===== config.mk =====
export PLATFORM = sky130hd
export DESIGN_NAME = spi_master_slave_port
export DESIGN_NICKNAME = d
export VERILOG_FILES = /design/src/spi_port_pkg.sv /design/src/rx_fifo.sv /design/src/spi_master_slave_port.sv
export SDC_FILE = /design/constraint.sdc
export NUM_CORES = 1
export LEC_CHECK = 0
export BUFFER_PORTS_ARGS = -buffer_cell sky130_fd_sc_hd__buf_2
export CORE_MARGIN = 3
export CORE_UTILIZATION = 60
export CTS_CLUSTER_DIAMETER = 120
export DETAILED_ROUTE_END_ITERATION = 10
export GPL_ROUTABILITY_DRIVEN = 0
export PLACE_DENSITY_LB_ADDON = 0.25
export SLEW_MARGIN = 20
export SYNTH_ARGS = -nofsm -noshare
export SYNTH_HDL_FRONTEND = slang
export SYNTH_HIERARCHICAL = 1
export SYNTH_SLANG_ARGS = --single-unit

===== constraint.sdc =====
create_clock -name clock -period 10.7 [get_ports clock]
set_clock_uncertainty 0.1 [all_clocks]
set_input_delay 0 -clock clock [delete_from_list [all_inputs] [get_ports clock]]
set_output_delay 0 -clock clock [all_outputs]
set_load 0.01 [all_outputs]

===== src/spi_port_pkg.sv =====
// Constants shared by the SPI master/slave port and its receive FIFO
package spi_port_pkg;
    localparam int unsigned CLK_PERIOD_NS = 8;
    // Least SCK phase length from the far master, in CPU clock periods (strictly more than this)
    localparam int unsigned SCK_MIN_PHASE_CLKS = 2;
    localparam int unsigned BYTE_BITS = 8;
    localparam int unsigned CNT_W = 3;
    localparam int unsigned DIV_W = 7;
    localparam int unsigned RATE_W = 3;
    localparam int unsigned RX_FIFO_DEPTH = 16;
    localparam int unsigned RX_FIFO_WIDTH = 8;
    localparam logic [7:0] DATA_RESET = 8'h00;
    localparam logic [DIV_W-1:0] DIV_RESET = 7'h00;
    localparam logic [CNT_W-1:0] CNT_RESET = 3'h0;
    localparam logic [2:0] SYNC_RESET = 3'h7;
    // Bit-rate selections: half-period in CPU clocks is 2^rate_sel
    localparam logic [RATE_W-1:0] RATE_DIV2 = 3'h0;
    localparam logic [RATE_W-1:0] RATE_DIV4 = 3'h1;
    localparam logic [RATE_W-1:0] RATE_DIV8 = 3'h2;
    localparam logic [RATE_W-1:0] RATE_DIV16 = 3'h3;
    localparam logic [RATE_W-1:0] RATE_DIV32 = 3'h4;
    localparam logic [RATE_W-1:0] RATE_DIV64 = 3'h5;
    localparam logic [RATE_W-1:0] RATE_DIV128 = 3'h6;
    typedef enum logic [1:0] {
        ST_IDLE,
        ST_MASTER,
        ST_SLAVE
    } port_state_e;
endpackage : spi_port_pkg


===== src/rx_fifo.sv =====
// Flip-flop FIFO with valid/ready on both sides
`timescale 1ns/1ps
module rx_fifo #(
    parameter int unsigned WIDTH = 8,
    parameter int unsigned DEPTH = 16
) (
    input wire logic clock,
    input wire logic rstn,
    input wire logic flush,
    input wire logic [WIDTH-1:0] in_data,
    input wire logic in_valid,
    output logic in_ready,
    output logic [WIDTH-1:0] out_data,
    output logic out_valid,
    input wire logic out_ready,
    output logic [$clog2(DEPTH+1)-1:0] level
);
    localparam int unsigned AW = $clog2(DEPTH);
    localparam int unsigned LW = $clog2(DEPTH+1);
    typedef struct packed {
        logic [DEPTH-1:0][WIDTH-1:0] mem;
        logic [AW-1:0] wr_ptr;
        logic [AW-1:0] rd_ptr;
        logic [LW-1:0] count;
    } fifo_s;
    fifo_s s_q;
    fifo_s s_d;
    logic push;
    logic pop;

    function automatic logic [AW-1:0] ptr_inc(input logic [AW-1:0] p);
        ptr_inc = (p == AW'(DEPTH - 1)) ? '0 : p + AW'(1);
    endfunction : ptr_inc

    assign in_ready = (s_q.count != LW'(DEPTH));
    assign out_valid = (s_q.count != '0);
    assign out_data = s_q.mem[s_q.rd_ptr];
    assign level = s_q.count;
    assign push = in_valid && in_ready;
    assign pop = out_valid && out_ready;

    always_comb begin
        s_d = s_q;
        if (flush) begin
            s_d.wr_ptr = '0;
            s_d.rd_ptr = '0;
            s_d.count = '0;
        end else begin
            if (push) begin
                s_d.mem[s_q.wr_ptr] = in_data;
                s_d.wr_ptr = ptr_inc(s_q.wr_ptr);
            end
            if (pop) begin
                s_d.rd_ptr = ptr_inc(s_q.rd_ptr);
            end
            if (push && !pop) begin
                s_d.count = s_q.count + LW'(1);
            end else if (pop && !push) begin
                s_d.count = s_q.count - LW'(1);
            end
        end
    end

    always_ff @(posedge clock or negedge rstn) begin
        if (!rstn) begin
            s_q <= '0;
        end else begin
            s_q <= s_d;
        end
    end
endmodule : rx_fifo


===== src/spi_master_slave_port.sv =====
// Byte-oriented full-duplex SPI port, master or slave, with receive FIFO
`timescale 1ns/1ps
// Notes on behaviour
// - Port idles while serial_port_power_off is high.
// - MOSI carries master to slave, MISO slave to master, same clock pulses.
// - Master mode never drives select by itself; software owns it.
// - Master: writing a data byte starts the clock, eight bits shift out.
// - Master: after the byte the clock stops and transfer_done_flag sets.
// - Interrupt raised when flag sets and transfer_irq_enable is high.
// - Last received byte stays readable after each transfer.
// - Slave with select high stays idle, MISO released.
// - Deselected slave accepts data writes but ignores SCK.
// - Slave sets the flag per full byte; may load transmit before reading.
// - Transmit single buffered: writes during a shift are refused.
// - Receive buffered; bytes arriving while storage is full are lost and rx_overrun sets.
// - Enabled port forces input pins by mode; output pins follow sck_dir_out, mosi_dir_out, miso_dir_out.
// - Master offers seven SCK bit rates from the CPU clock.
// - Double-speed master option halves the SCK period, down to half CPU clock.
// - Bit order selectable, LSB first or MSB first.
// - Write during a transfer sets the write-collision flag.
// - Slave select rising resets shift logic, drops partial byte.
module spi_master_slave_port
    import spi_port_pkg::*;
#(
    parameter int unsigned FIFO_DEPTH = RX_FIFO_DEPTH
) (
    input wire logic clock,
    input wire logic rstn,
    input wire logic serial_port_power_off,
    input wire logic port_enable,
    input wire logic master_select_bit,
    input wire logic lsb_first,
    input wire logic sck_idle_high,
    input wire logic sample_trailing,
    input wire logic [spi_port_pkg::RATE_W-1:0] rate_sel,
    input wire logic double_speed,
    input wire logic transfer_irq_enable,
    input wire logic [7:0] wr_data,
    input wire logic wr_valid,
    output logic wr_ready,
    input wire logic status_read,
    input wire logic data_access,
    input wire logic irq_ack,
    output logic [7:0] rd_data,
    output logic rd_valid,
    input wire logic rd_ready,
    output logic [7:0] last_rx_byte,
    output logic transfer_done_flag,
    output logic write_collision,
    output logic rx_overrun,
    output logic busy,
    output logic irq,
    input wire logic sck_in,
    output logic sck_out,
    output logic sck_oe_n,
    input wire logic mosi_in,
    output logic mosi_out,
    output logic mosi_oe_n,
    input wire logic miso_in,
    output logic miso_out,
    output logic miso_oe_n,
    input wire logic ss_n_in,
    input wire logic sck_dir_out,
    input wire logic mosi_dir_out,
    input wire logic miso_dir_out
);
    typedef struct packed {
        port_state_e state;
        logic [7:0] shift;
        logic [CNT_W-1:0] bits;
        logic [DIV_W-1:0] div;
        logic sck;
        logic half;
        logic out_bit;
        logic [2:0] sck_sync;
        logic [2:0] ss_sync;
        logic sck_stable;
        logic ss_stable;
        logic [7:0] last_rx;
        logic done;
        logic status_seen;
        logic wcol;
        logic overrun;
    } port_s;
    port_s s_q;
    port_s s_d;

    logic active;
    logic is_master;
    logic fifo_in_ready;
    logic rx_push;
    logic [7:0] rx_byte;
    logic wr_fire;
    logic sck_edge;
    logic lead_edge;
    logic trail_edge;
    logic sample_edge;
    logic shift_edge;
    logic [DIV_W-1:0] half_period;

    // Divider reload, one less than the half-period in CPU clocks; double speed halves it
    function automatic logic [DIV_W-1:0] half_clks(input logic [RATE_W-1:0] sel, input logic dbl);
        logic [DIV_W:0] full;
        full = (DIV_W+1)'(1) << (sel + RATE_W'(1));
        if (dbl) begin
            full = full >> 1;
        end
        // Double speed at the top rate stays at clk/2
        if (full < (DIV_W+1)'(2)) begin
            half_clks = '0;
        end else begin
            half_clks = DIV_W'((full >> 1) - (DIV_W+1)'(1));
        end
    endfunction : half_clks

    // Pick the outgoing bit by bit order
    function automatic logic tx_bit(input logic [7:0] d, input logic lsb);
        tx_bit = lsb ? d[0] : d[7];
    endfunction : tx_bit

    // Shift one bit in at the end opposite the outgoing one
    function automatic logic [7:0] shift_in(input logic [7:0] d, input logic b, input logic lsb);
        shift_in = lsb ? {b, d[7:1]} : {d[6:0], b};
    endfunction : shift_in

    // =====================================
    // Mode and handshake
    assign active = port_enable && !serial_port_power_off;
    assign is_master = master_select_bit;
    assign wr_ready = active && (s_q.state == ST_IDLE);
    assign wr_fire = wr_valid && wr_ready;
    assign half_period = half_clks(rate_sel, double_speed);
    assign busy = (s_q.state != ST_IDLE);

    // =====================================
    // Pin drive
    always_comb begin
        sck_out = s_q.sck;
        mosi_out = s_q.out_bit;
        miso_out = s_q.out_bit;
        sck_oe_n = 1'b1;
        mosi_oe_n = 1'b1;
        miso_oe_n = 1'b1;
        if (active && is_master) begin
            sck_oe_n = !sck_dir_out;
            mosi_oe_n = !mosi_dir_out;
        end else if (active && !s_q.ss_stable) begin
            miso_oe_n = !miso_dir_out;
        end
    end

    // =====================================
    // Slave SCK edge detection on filtered copies
    always_comb begin
        sck_edge = 1'b0;
        if (s_q.sck_sync[2] == s_q.sck_sync[1] && s_q.sck_sync[1] != s_q.sck_stable) begin
            sck_edge = 1'b1;
        end
        lead_edge = sck_edge && (s_q.sck_sync[1] != sck_idle_high);
        trail_edge = sck_edge && (s_q.sck_sync[1] == sck_idle_high);
        sample_edge = sample_trailing ? trail_edge : lead_edge;
        shift_edge = sample_trailing ? lead_edge : trail_edge;
    end

    // =====================================
    // Port state machine
    always_comb begin
        s_d = s_q;
        rx_push = 1'b0;
        rx_byte = s_q.shift;
        s_d.sck_sync = {s_q.sck_sync[1:0], sck_in};
        s_d.ss_sync = {s_q.ss_sync[1:0], ss_n_in};
        if (s_q.sck_sync[2] == s_q.sck_sync[1]) begin
            s_d.sck_stable = s_q.sck_sync[1];
        end
        if (s_q.ss_sync[2] == s_q.ss_sync[1]) begin
            s_d.ss_stable = s_q.ss_sync[1];
        end
        if (status_read && s_q.done) begin
            s_d.status_seen = 1'b1;
        end
        if (irq_ack || (s_q.status_seen && data_access)) begin
            s_d.done = 1'b0;
            s_d.wcol = 1'b0;
            s_d.status_seen = 1'b0;
        end
        // Write attempted while a byte is shifting; a new attempt wins over a clear
        if (wr_valid && active && s_q.state != ST_IDLE) begin
            s_d.wcol = 1'b1;
        end
        case (s_q.state)
            ST_IDLE: begin
                s_d.sck = sck_idle_high;
                if (!active) begin
                    s_d.sck = sck_idle_high;
                end else if (wr_fire) begin
                    s_d.shift = wr_data;
                    s_d.out_bit = tx_bit(wr_data, lsb_first);
                    if (is_master) begin
                        s_d.state = ST_MASTER;
                        s_d.div = half_period;
                        s_d.half = 1'b0;
                        s_d.bits = CNT_RESET;
                    end
                end else if (!is_master && !s_q.ss_stable) begin
                    s_d.state = ST_SLAVE;
                    s_d.bits = CNT_RESET;
                    s_d.out_bit = tx_bit(s_q.shift, lsb_first);
                end
            end
            ST_MASTER: begin
                if (!active || !is_master) begin
                    s_d.state = ST_IDLE;
                    s_d.sck = sck_idle_high;
                end else if (s_q.div != '0) begin
                    s_d.div = s_q.div - DIV_W'(1);
                end else begin
                    s_d.div = half_period;
                    s_d.sck = !s_q.sck;
                    s_d.half = !s_q.half;
                    if ((!s_q.half) != sample_trailing) begin
                        s_d.shift = shift_in(s_q.shift, miso_in, lsb_first);
                    end else begin
                        s_d.out_bit = tx_bit(s_q.shift, lsb_first);
                    end
                    if (s_q.half) begin
                        s_d.bits = s_q.bits + CNT_W'(1);
                        if (s_q.bits == CNT_W'(BYTE_BITS - 1)) begin
                            s_d.state = ST_IDLE;
                            s_d.done = 1'b1;
                            rx_push = 1'b1;
                            rx_byte = sample_trailing ? shift_in(s_q.shift, miso_in, lsb_first) : s_q.shift;
                            s_d.last_rx = rx_byte;
                            if (sample_trailing) begin
                                s_d.shift = rx_byte;
                            end
                        end
                    end
                end
            end
            ST_SLAVE: begin
                if (!active || is_master || s_q.ss_stable) begin
                    s_d.state = ST_IDLE;
                    s_d.bits = CNT_RESET;
                end else if (sample_edge) begin
                    s_d.shift = shift_in(s_q.shift, mosi_in, lsb_first);
                    s_d.bits = s_q.bits + CNT_W'(1);
                    if (s_q.bits == CNT_W'(BYTE_BITS - 1)) begin
                        s_d.done = 1'b1;
                        rx_push = 1'b1;
                        rx_byte = shift_in(s_q.shift, mosi_in, lsb_first);
                        s_d.last_rx = rx_byte;
                        s_d.out_bit = tx_bit(rx_byte, lsb_first);
                    end
                end else if (shift_edge && s_q.bits != CNT_RESET) begin
                    s_d.out_bit = tx_bit(s_q.shift, lsb_first);
                end
            end
            default: begin
                s_d.state = ST_IDLE;
            end
        endcase
        if (rx_push && !fifo_in_ready) begin
            s_d.overrun = 1'b1;
        end else if (irq_ack) begin
            s_d.overrun = 1'b0;
        end
    end

    always_ff @(posedge clock or negedge rstn) begin
        if (!rstn) begin
            s_q.state <= ST_IDLE;
            s_q.shift <= DATA_RESET;
            s_q.bits <= CNT_RESET;
            s_q.div <= DIV_RESET;
            s_q.sck <= 1'b0;
            s_q.half <= 1'b0;
            s_q.out_bit <= 1'b0;
            s_q.sck_sync <= SYNC_RESET;
            s_q.ss_sync <= SYNC_RESET;
            s_q.sck_stable <= 1'b1;
            s_q.ss_stable <= 1'b1;
            s_q.last_rx <= DATA_RESET;
            s_q.done <= 1'b0;
            s_q.status_seen <= 1'b0;
            s_q.wcol <= 1'b0;
            s_q.overrun <= 1'b0;
        end else begin
            s_q <= s_d;
        end
    end

    // =====================================
    // Receive buffer
    rx_fifo #(
        .WIDTH(RX_FIFO_WIDTH),
        .DEPTH(FIFO_DEPTH)
    ) u_rx_fifo (
        .clock(clock),
        .rstn(rstn),
        .flush(!active),
        .in_data(rx_byte),
        .in_valid(rx_push),
        .in_ready(fifo_in_ready),
        .out_data(rd_data),
        .out_valid(rd_valid),
        .out_ready(rd_ready),
        .level()
    );

    assign last_rx_byte = s_q.last_rx;
    assign transfer_done_flag = s_q.done;
    assign write_collision = s_q.wcol;
    assign rx_overrun = s_q.overrun;
    assign irq = s_q.done && transfer_irq_enable;
endmodule : spi_master_slave_port


Word level (Yosys, flattened, before mapping)
Index checks and enable logic that the tools add are counted.
Word-level totals
  register bits: 184
  word-level logic and storage cells: 233
Operators by class
  shift operators: 1
  $lt $le $gt $ge: 4
  equal/unequal tests: 35
  reductions and logical operators: 57
  mux-type cells: 93
  $add $sub $neg: 8
Operators by type and width (count)
  2-to-1 mux 8 bit: 17
  bitwise mux 128 bit: 1
  2-to-1 mux 9 bit: 7
  2-to-1 mux 13 bit: 3
  case mux 9 bit (2 select lines): 2
  case mux 11 bit (3 select lines): 1
  binary-select mux 8 bit (select 4 bit): 1
  demux 8 bit (select 4 bit): 1
  2-to-1 mux 1 bit: 30
  inequality test 2 bit, second input constant: 12
  logical AND 1 bit: 21
  2-to-1 mux 7 bit: 3
  inequality test 3 bit, second input constant: 7
  2-to-1 mux 10 bit: 2
  2-to-1 mux 20 bit: 1
  2-to-1 mux 18 bit: 1
  2-to-1 mux 4 bit: 4
  case mux 8 bit (2 select lines): 1
  AND reduction 8 bit: 2
  2-to-1 mux 3 bit: 5
  2-to-1 mux 2 bit: 7
  AND reduction 7 bit: 2
  subtractor 7 x 1 -> 7 bit, second input constant: 2
  logical NOT 1 bit: 12
  33 further kinds: 53

Longest topological paths before layout
  word-level depth: 14
  depth in mapped cells: 17
  mapped depth without buffers: 16

Modules after synthesis
Netlist, hierarchy kept.
Modules (own cells, without submodules)
  rx_fifo: cells each 473, instances 1, sequential area each 3528.4 um2, area an instance 6887.9 um2
  spi_master_slave_port: cells each 367, instances 1, sequential area each 1086.0 um2, area an instance 3281.9 um2

Worst setup path after synthesis
OpenSTA, ideal clock, no wires.
  kind: flip-flop to flip-flop
  start point: register, netlist name s_q[13]
  end point: register u_rx_fifo.s_q (netlist bit u_rx_fifo/level[4])
  buffers on the path: 1
  stages on the path, launching flop included: 15
  library setup time: 0.128 ns
  slack: 7.213 ns
  data arrival time: 3.260 ns
  required time: 10.472 ns
  cell sequence: dfstp_2 or3b_1 mux2i_2 and3_1 o21ai_0 inv_1 buf_2 inv_1 a21oi_2 nand2_1 ha_1 nand2b_1 o2bb2ai_1 mux2i_1 nand3_1
RTL lines
  end signal: assignment: RTL line rx_fifo.sv:66  | s_q <= '0;
  end signal: assignment: RTL line rx_fifo.sv:68  | s_q <= s_d;
  end: declaration: RTL line rx_fifo.sv:26  | fifo_s s_q;

==> run_results.csv <==
group,metric,value,unit
placed_design,dp_hpwl,15710,um
critical_path,cp-end-kind,"register",
finish,final_common_cell,"dfrtp_1",
pwr,p_leak,5.357,nW
run_status,outcome,"finished clean",
global_routing,first_global_vias,7386,
finish,final_cell_mix,"dfrtp_1 (174), mux2_2 (159), nand2_1 (68)",
hold_path,min_to,"s_q[28]$_DFFE_PN0P_",
global_routing,antenna_found_initial,0,
timing,setup_viol,0,
yosys,syn_area_per_cell,12.13,um^2
critical_path,cp_data_arrival_time,4510,ps
critical_path,crit_required,10900,ps
finish,area_delta_synth_final,11.47,%
clock_tree,hold_buffers,24,
pwr,p_int,0.001257,W
clock_tree,htree_num_levels,4,
die,initial_core_util,62.43,%
critical_path,cp_slowest_cell,"ha_1",
clock_tree,cts_setup_buffers,0,
critical_path,reg2reg_to,"u_rx_fifo/level[4]$_DFFE_PN0P_",
routing,vias_per_cell,6.560,
clock_tree,clockRootBuffer,"clkbuf_16",
routing,postRouteAntennaNets,0,
die,row_count,46,
pwr,switching_power,0.0007003,W
timing,hold_viol,0,
timing,tns,0,ps
yosys,syn_inst,835,
placed_design,io_buffer_count,61,
timing,drv_slew,0,
clock_tree,cts_resized,0,
pwr,irDropWorstVdd,113.6,uV
finish,nets,937,
hold_path,min_path_type,"in -> reg",
pwr,p_comb_share,27.6,%
timing,fin_crit_sh,40.24,%
timing,rsz0062_at_grt,"no",
routing,detail_route.first_pass.iterations,5,
critical_path,worst_setup_path_start_kind,"register",
clock_tree,max-clock-path-buffers,2,
die,die_w,136.0,um
global_routing,grtUsageTotal,26.67,%
critical_path,cp_max_fo,24,
timing,slew-limit-headroom,28.28,%
die,core,16230,um^2
yosys,yosysWarnings,6,
hold_path,min_path_cells,4,
global_routing,grt_pass1_wl,38720,um
global_routing,grt_overflow,0,
timing,worstMarginPinSlew,1074,ps
finish,design_area,11290,um^2
die,dieArea,18480,um^2
routing,drc,0,
routing,vias,7314,
hold_path,min_from,"rate_sel[1]",
clock_tree,path_clk_slew,70,ps
clock_tree,cts_tree,"done",
timing,fin_crit,4306,ps
critical_path,slowest_delay,740,ps
placed_design,post-place-ws,6583,ps
critical_path,path_common_cell,"inv_1",
routing,routed_wl,23770,um
pwr,powerDensity,173.3,nW/um^2
pwr,power_frac_clock,31.8,%
critical_path,r2r-start,"s_q[42]$_DFFE_PN0P_",
finish,n_antenna_cell,0,
timing,max_freq,232.3,MHz
yosys,synth_area,10130,um^2
routing,initialDrtViolationCount,695,
pwr,switching_share,35.78,%
clock_tree,clk_latency,430,ps
clock_tree,numCtsBuffers,17,
timing,setup_slack,6394,ps
pwr,seqPwrFrac,40.5,%
routing,wl_per_cell,21.32,um
finish,drive_above_1_share,36.82,%
run,maxCapViolCount,0,
clock_tree,cts.sinks,184,
critical_path,startpoint,"s_q[42]$_DFFE_PN0P_",
critical_path,r2r_cells,14,
global_routing,grt_max_degree,100,
critical_path,worstPathCellList,"inv_1, ha_1, nand4b_1, nor2_1, o21ai_0, inv_1, inv_1, a21oi_2, nand2_1, ha_1, nand2b_1, o2bb2ai_1, mux2i_1, nand3_1",
die,boundaryPins,62,
placed_design,place_area,10470,um^2
yosys,synth_nets,886,
critical_path,path_class,"reg -> reg",
critical_path,reg2reg_setup_slack,6390,ps
die,die_h,136.0,um
[metrics by stage]
step | cells | utilization (%) | total power, W | hold slack, ps
2_1_floorplan | 835 | - | 0.001174 | -395.6
3_3_place_gp | 1059 | 64.51 | 0.001293 | 4.727
3_5_place_dp | 1059 | 64.51 | 0.001316 | 6.627
4_1_cts | 1115 | 69.57 | 0.001953 | 7.658
5_1_grt | 1115 | 69.59 | 0.002047 | 58.85
6_report | 1115 | 69.59 | 0.001957 | 39.20
[power by group through the flow]
stage	clock network [W]	logic, W	registers, W
floorplan	0	0.000389	0.000785
global placement	0	0.000495	0.000798
detailed placement	0	0.000514	0.000802
CTS	0.000633	0.000529	0.000790
global route	0.000663	0.000588	0.000797
finish	0.000623	0.000541	0.000793
[layout make-up]
| type | instances | area, um^2 |
|---|---|---|
| Clock buffer | 17 | 425.4 |
| Clock inverter | 15 | 155.1 |
| Fill cell | 1112 | 4936 |
| Inverter | 33 | 123.9 |
| Multi-Input combinational cell | 563 | 5132 |
| Sequential cell | 184 | 4617 |
| Tap cell | 216 | 270.3 |
| Timing Repair Buffer | 87 | 570.5 |
[flip-flops by register name, summed over array words and instances, names as in the netlist]
name	flops
s_q	26
write_collision	1
u_rx_fifo/s_q	136
miso_out	1
rx_overrun	1
sck_out	1
transfer_done_flag	1
u_rx_fifo/level	5
s_d	4
last_rx_byte	8
[worst max-delay path by stage]
stage	depth (start not counted)	endpoint
6_report	14	u_rx_fifo/level[4]$_DFFE_PN0P_
5_1_grt	14	u_rx_fifo/level[4]$_DFFE_PN0P_
4_1_cts	14	u_rx_fifo/level[4]$_DFFE_PN0P_
3_5_place_dp	14	u_rx_fifo/level[3]$_DFFE_PN0P_
3_3_place_gp	14	u_rx_fifo/level[4]$_DFFE_PN0P_
2_1_floorplan	14	u_rx_fifo/level[4]$_DFFE_PN0P_
[critical path, delay by kind of cell (launching register included)]
| family | cells | cell delay (ps) |
|---|---|---|
| buf+inv | 3 | 590 |
| fa+ha+maj | 2 | 1130 |
| simple gates | 5 | 930 |
| mux | 1 | 230 |
| flops | 1 | 420 |
| compound gates | 3 | 770 |
[routing by layer]
layer / wire [um] / GRT usage [%]
met1: 10110 / 37.27
met5: 0 / 0
met3: 1521 / 4.922
met2: 11690 / 43.53
met4: 459 / 7.111
(Power assumes the default switching activity.)
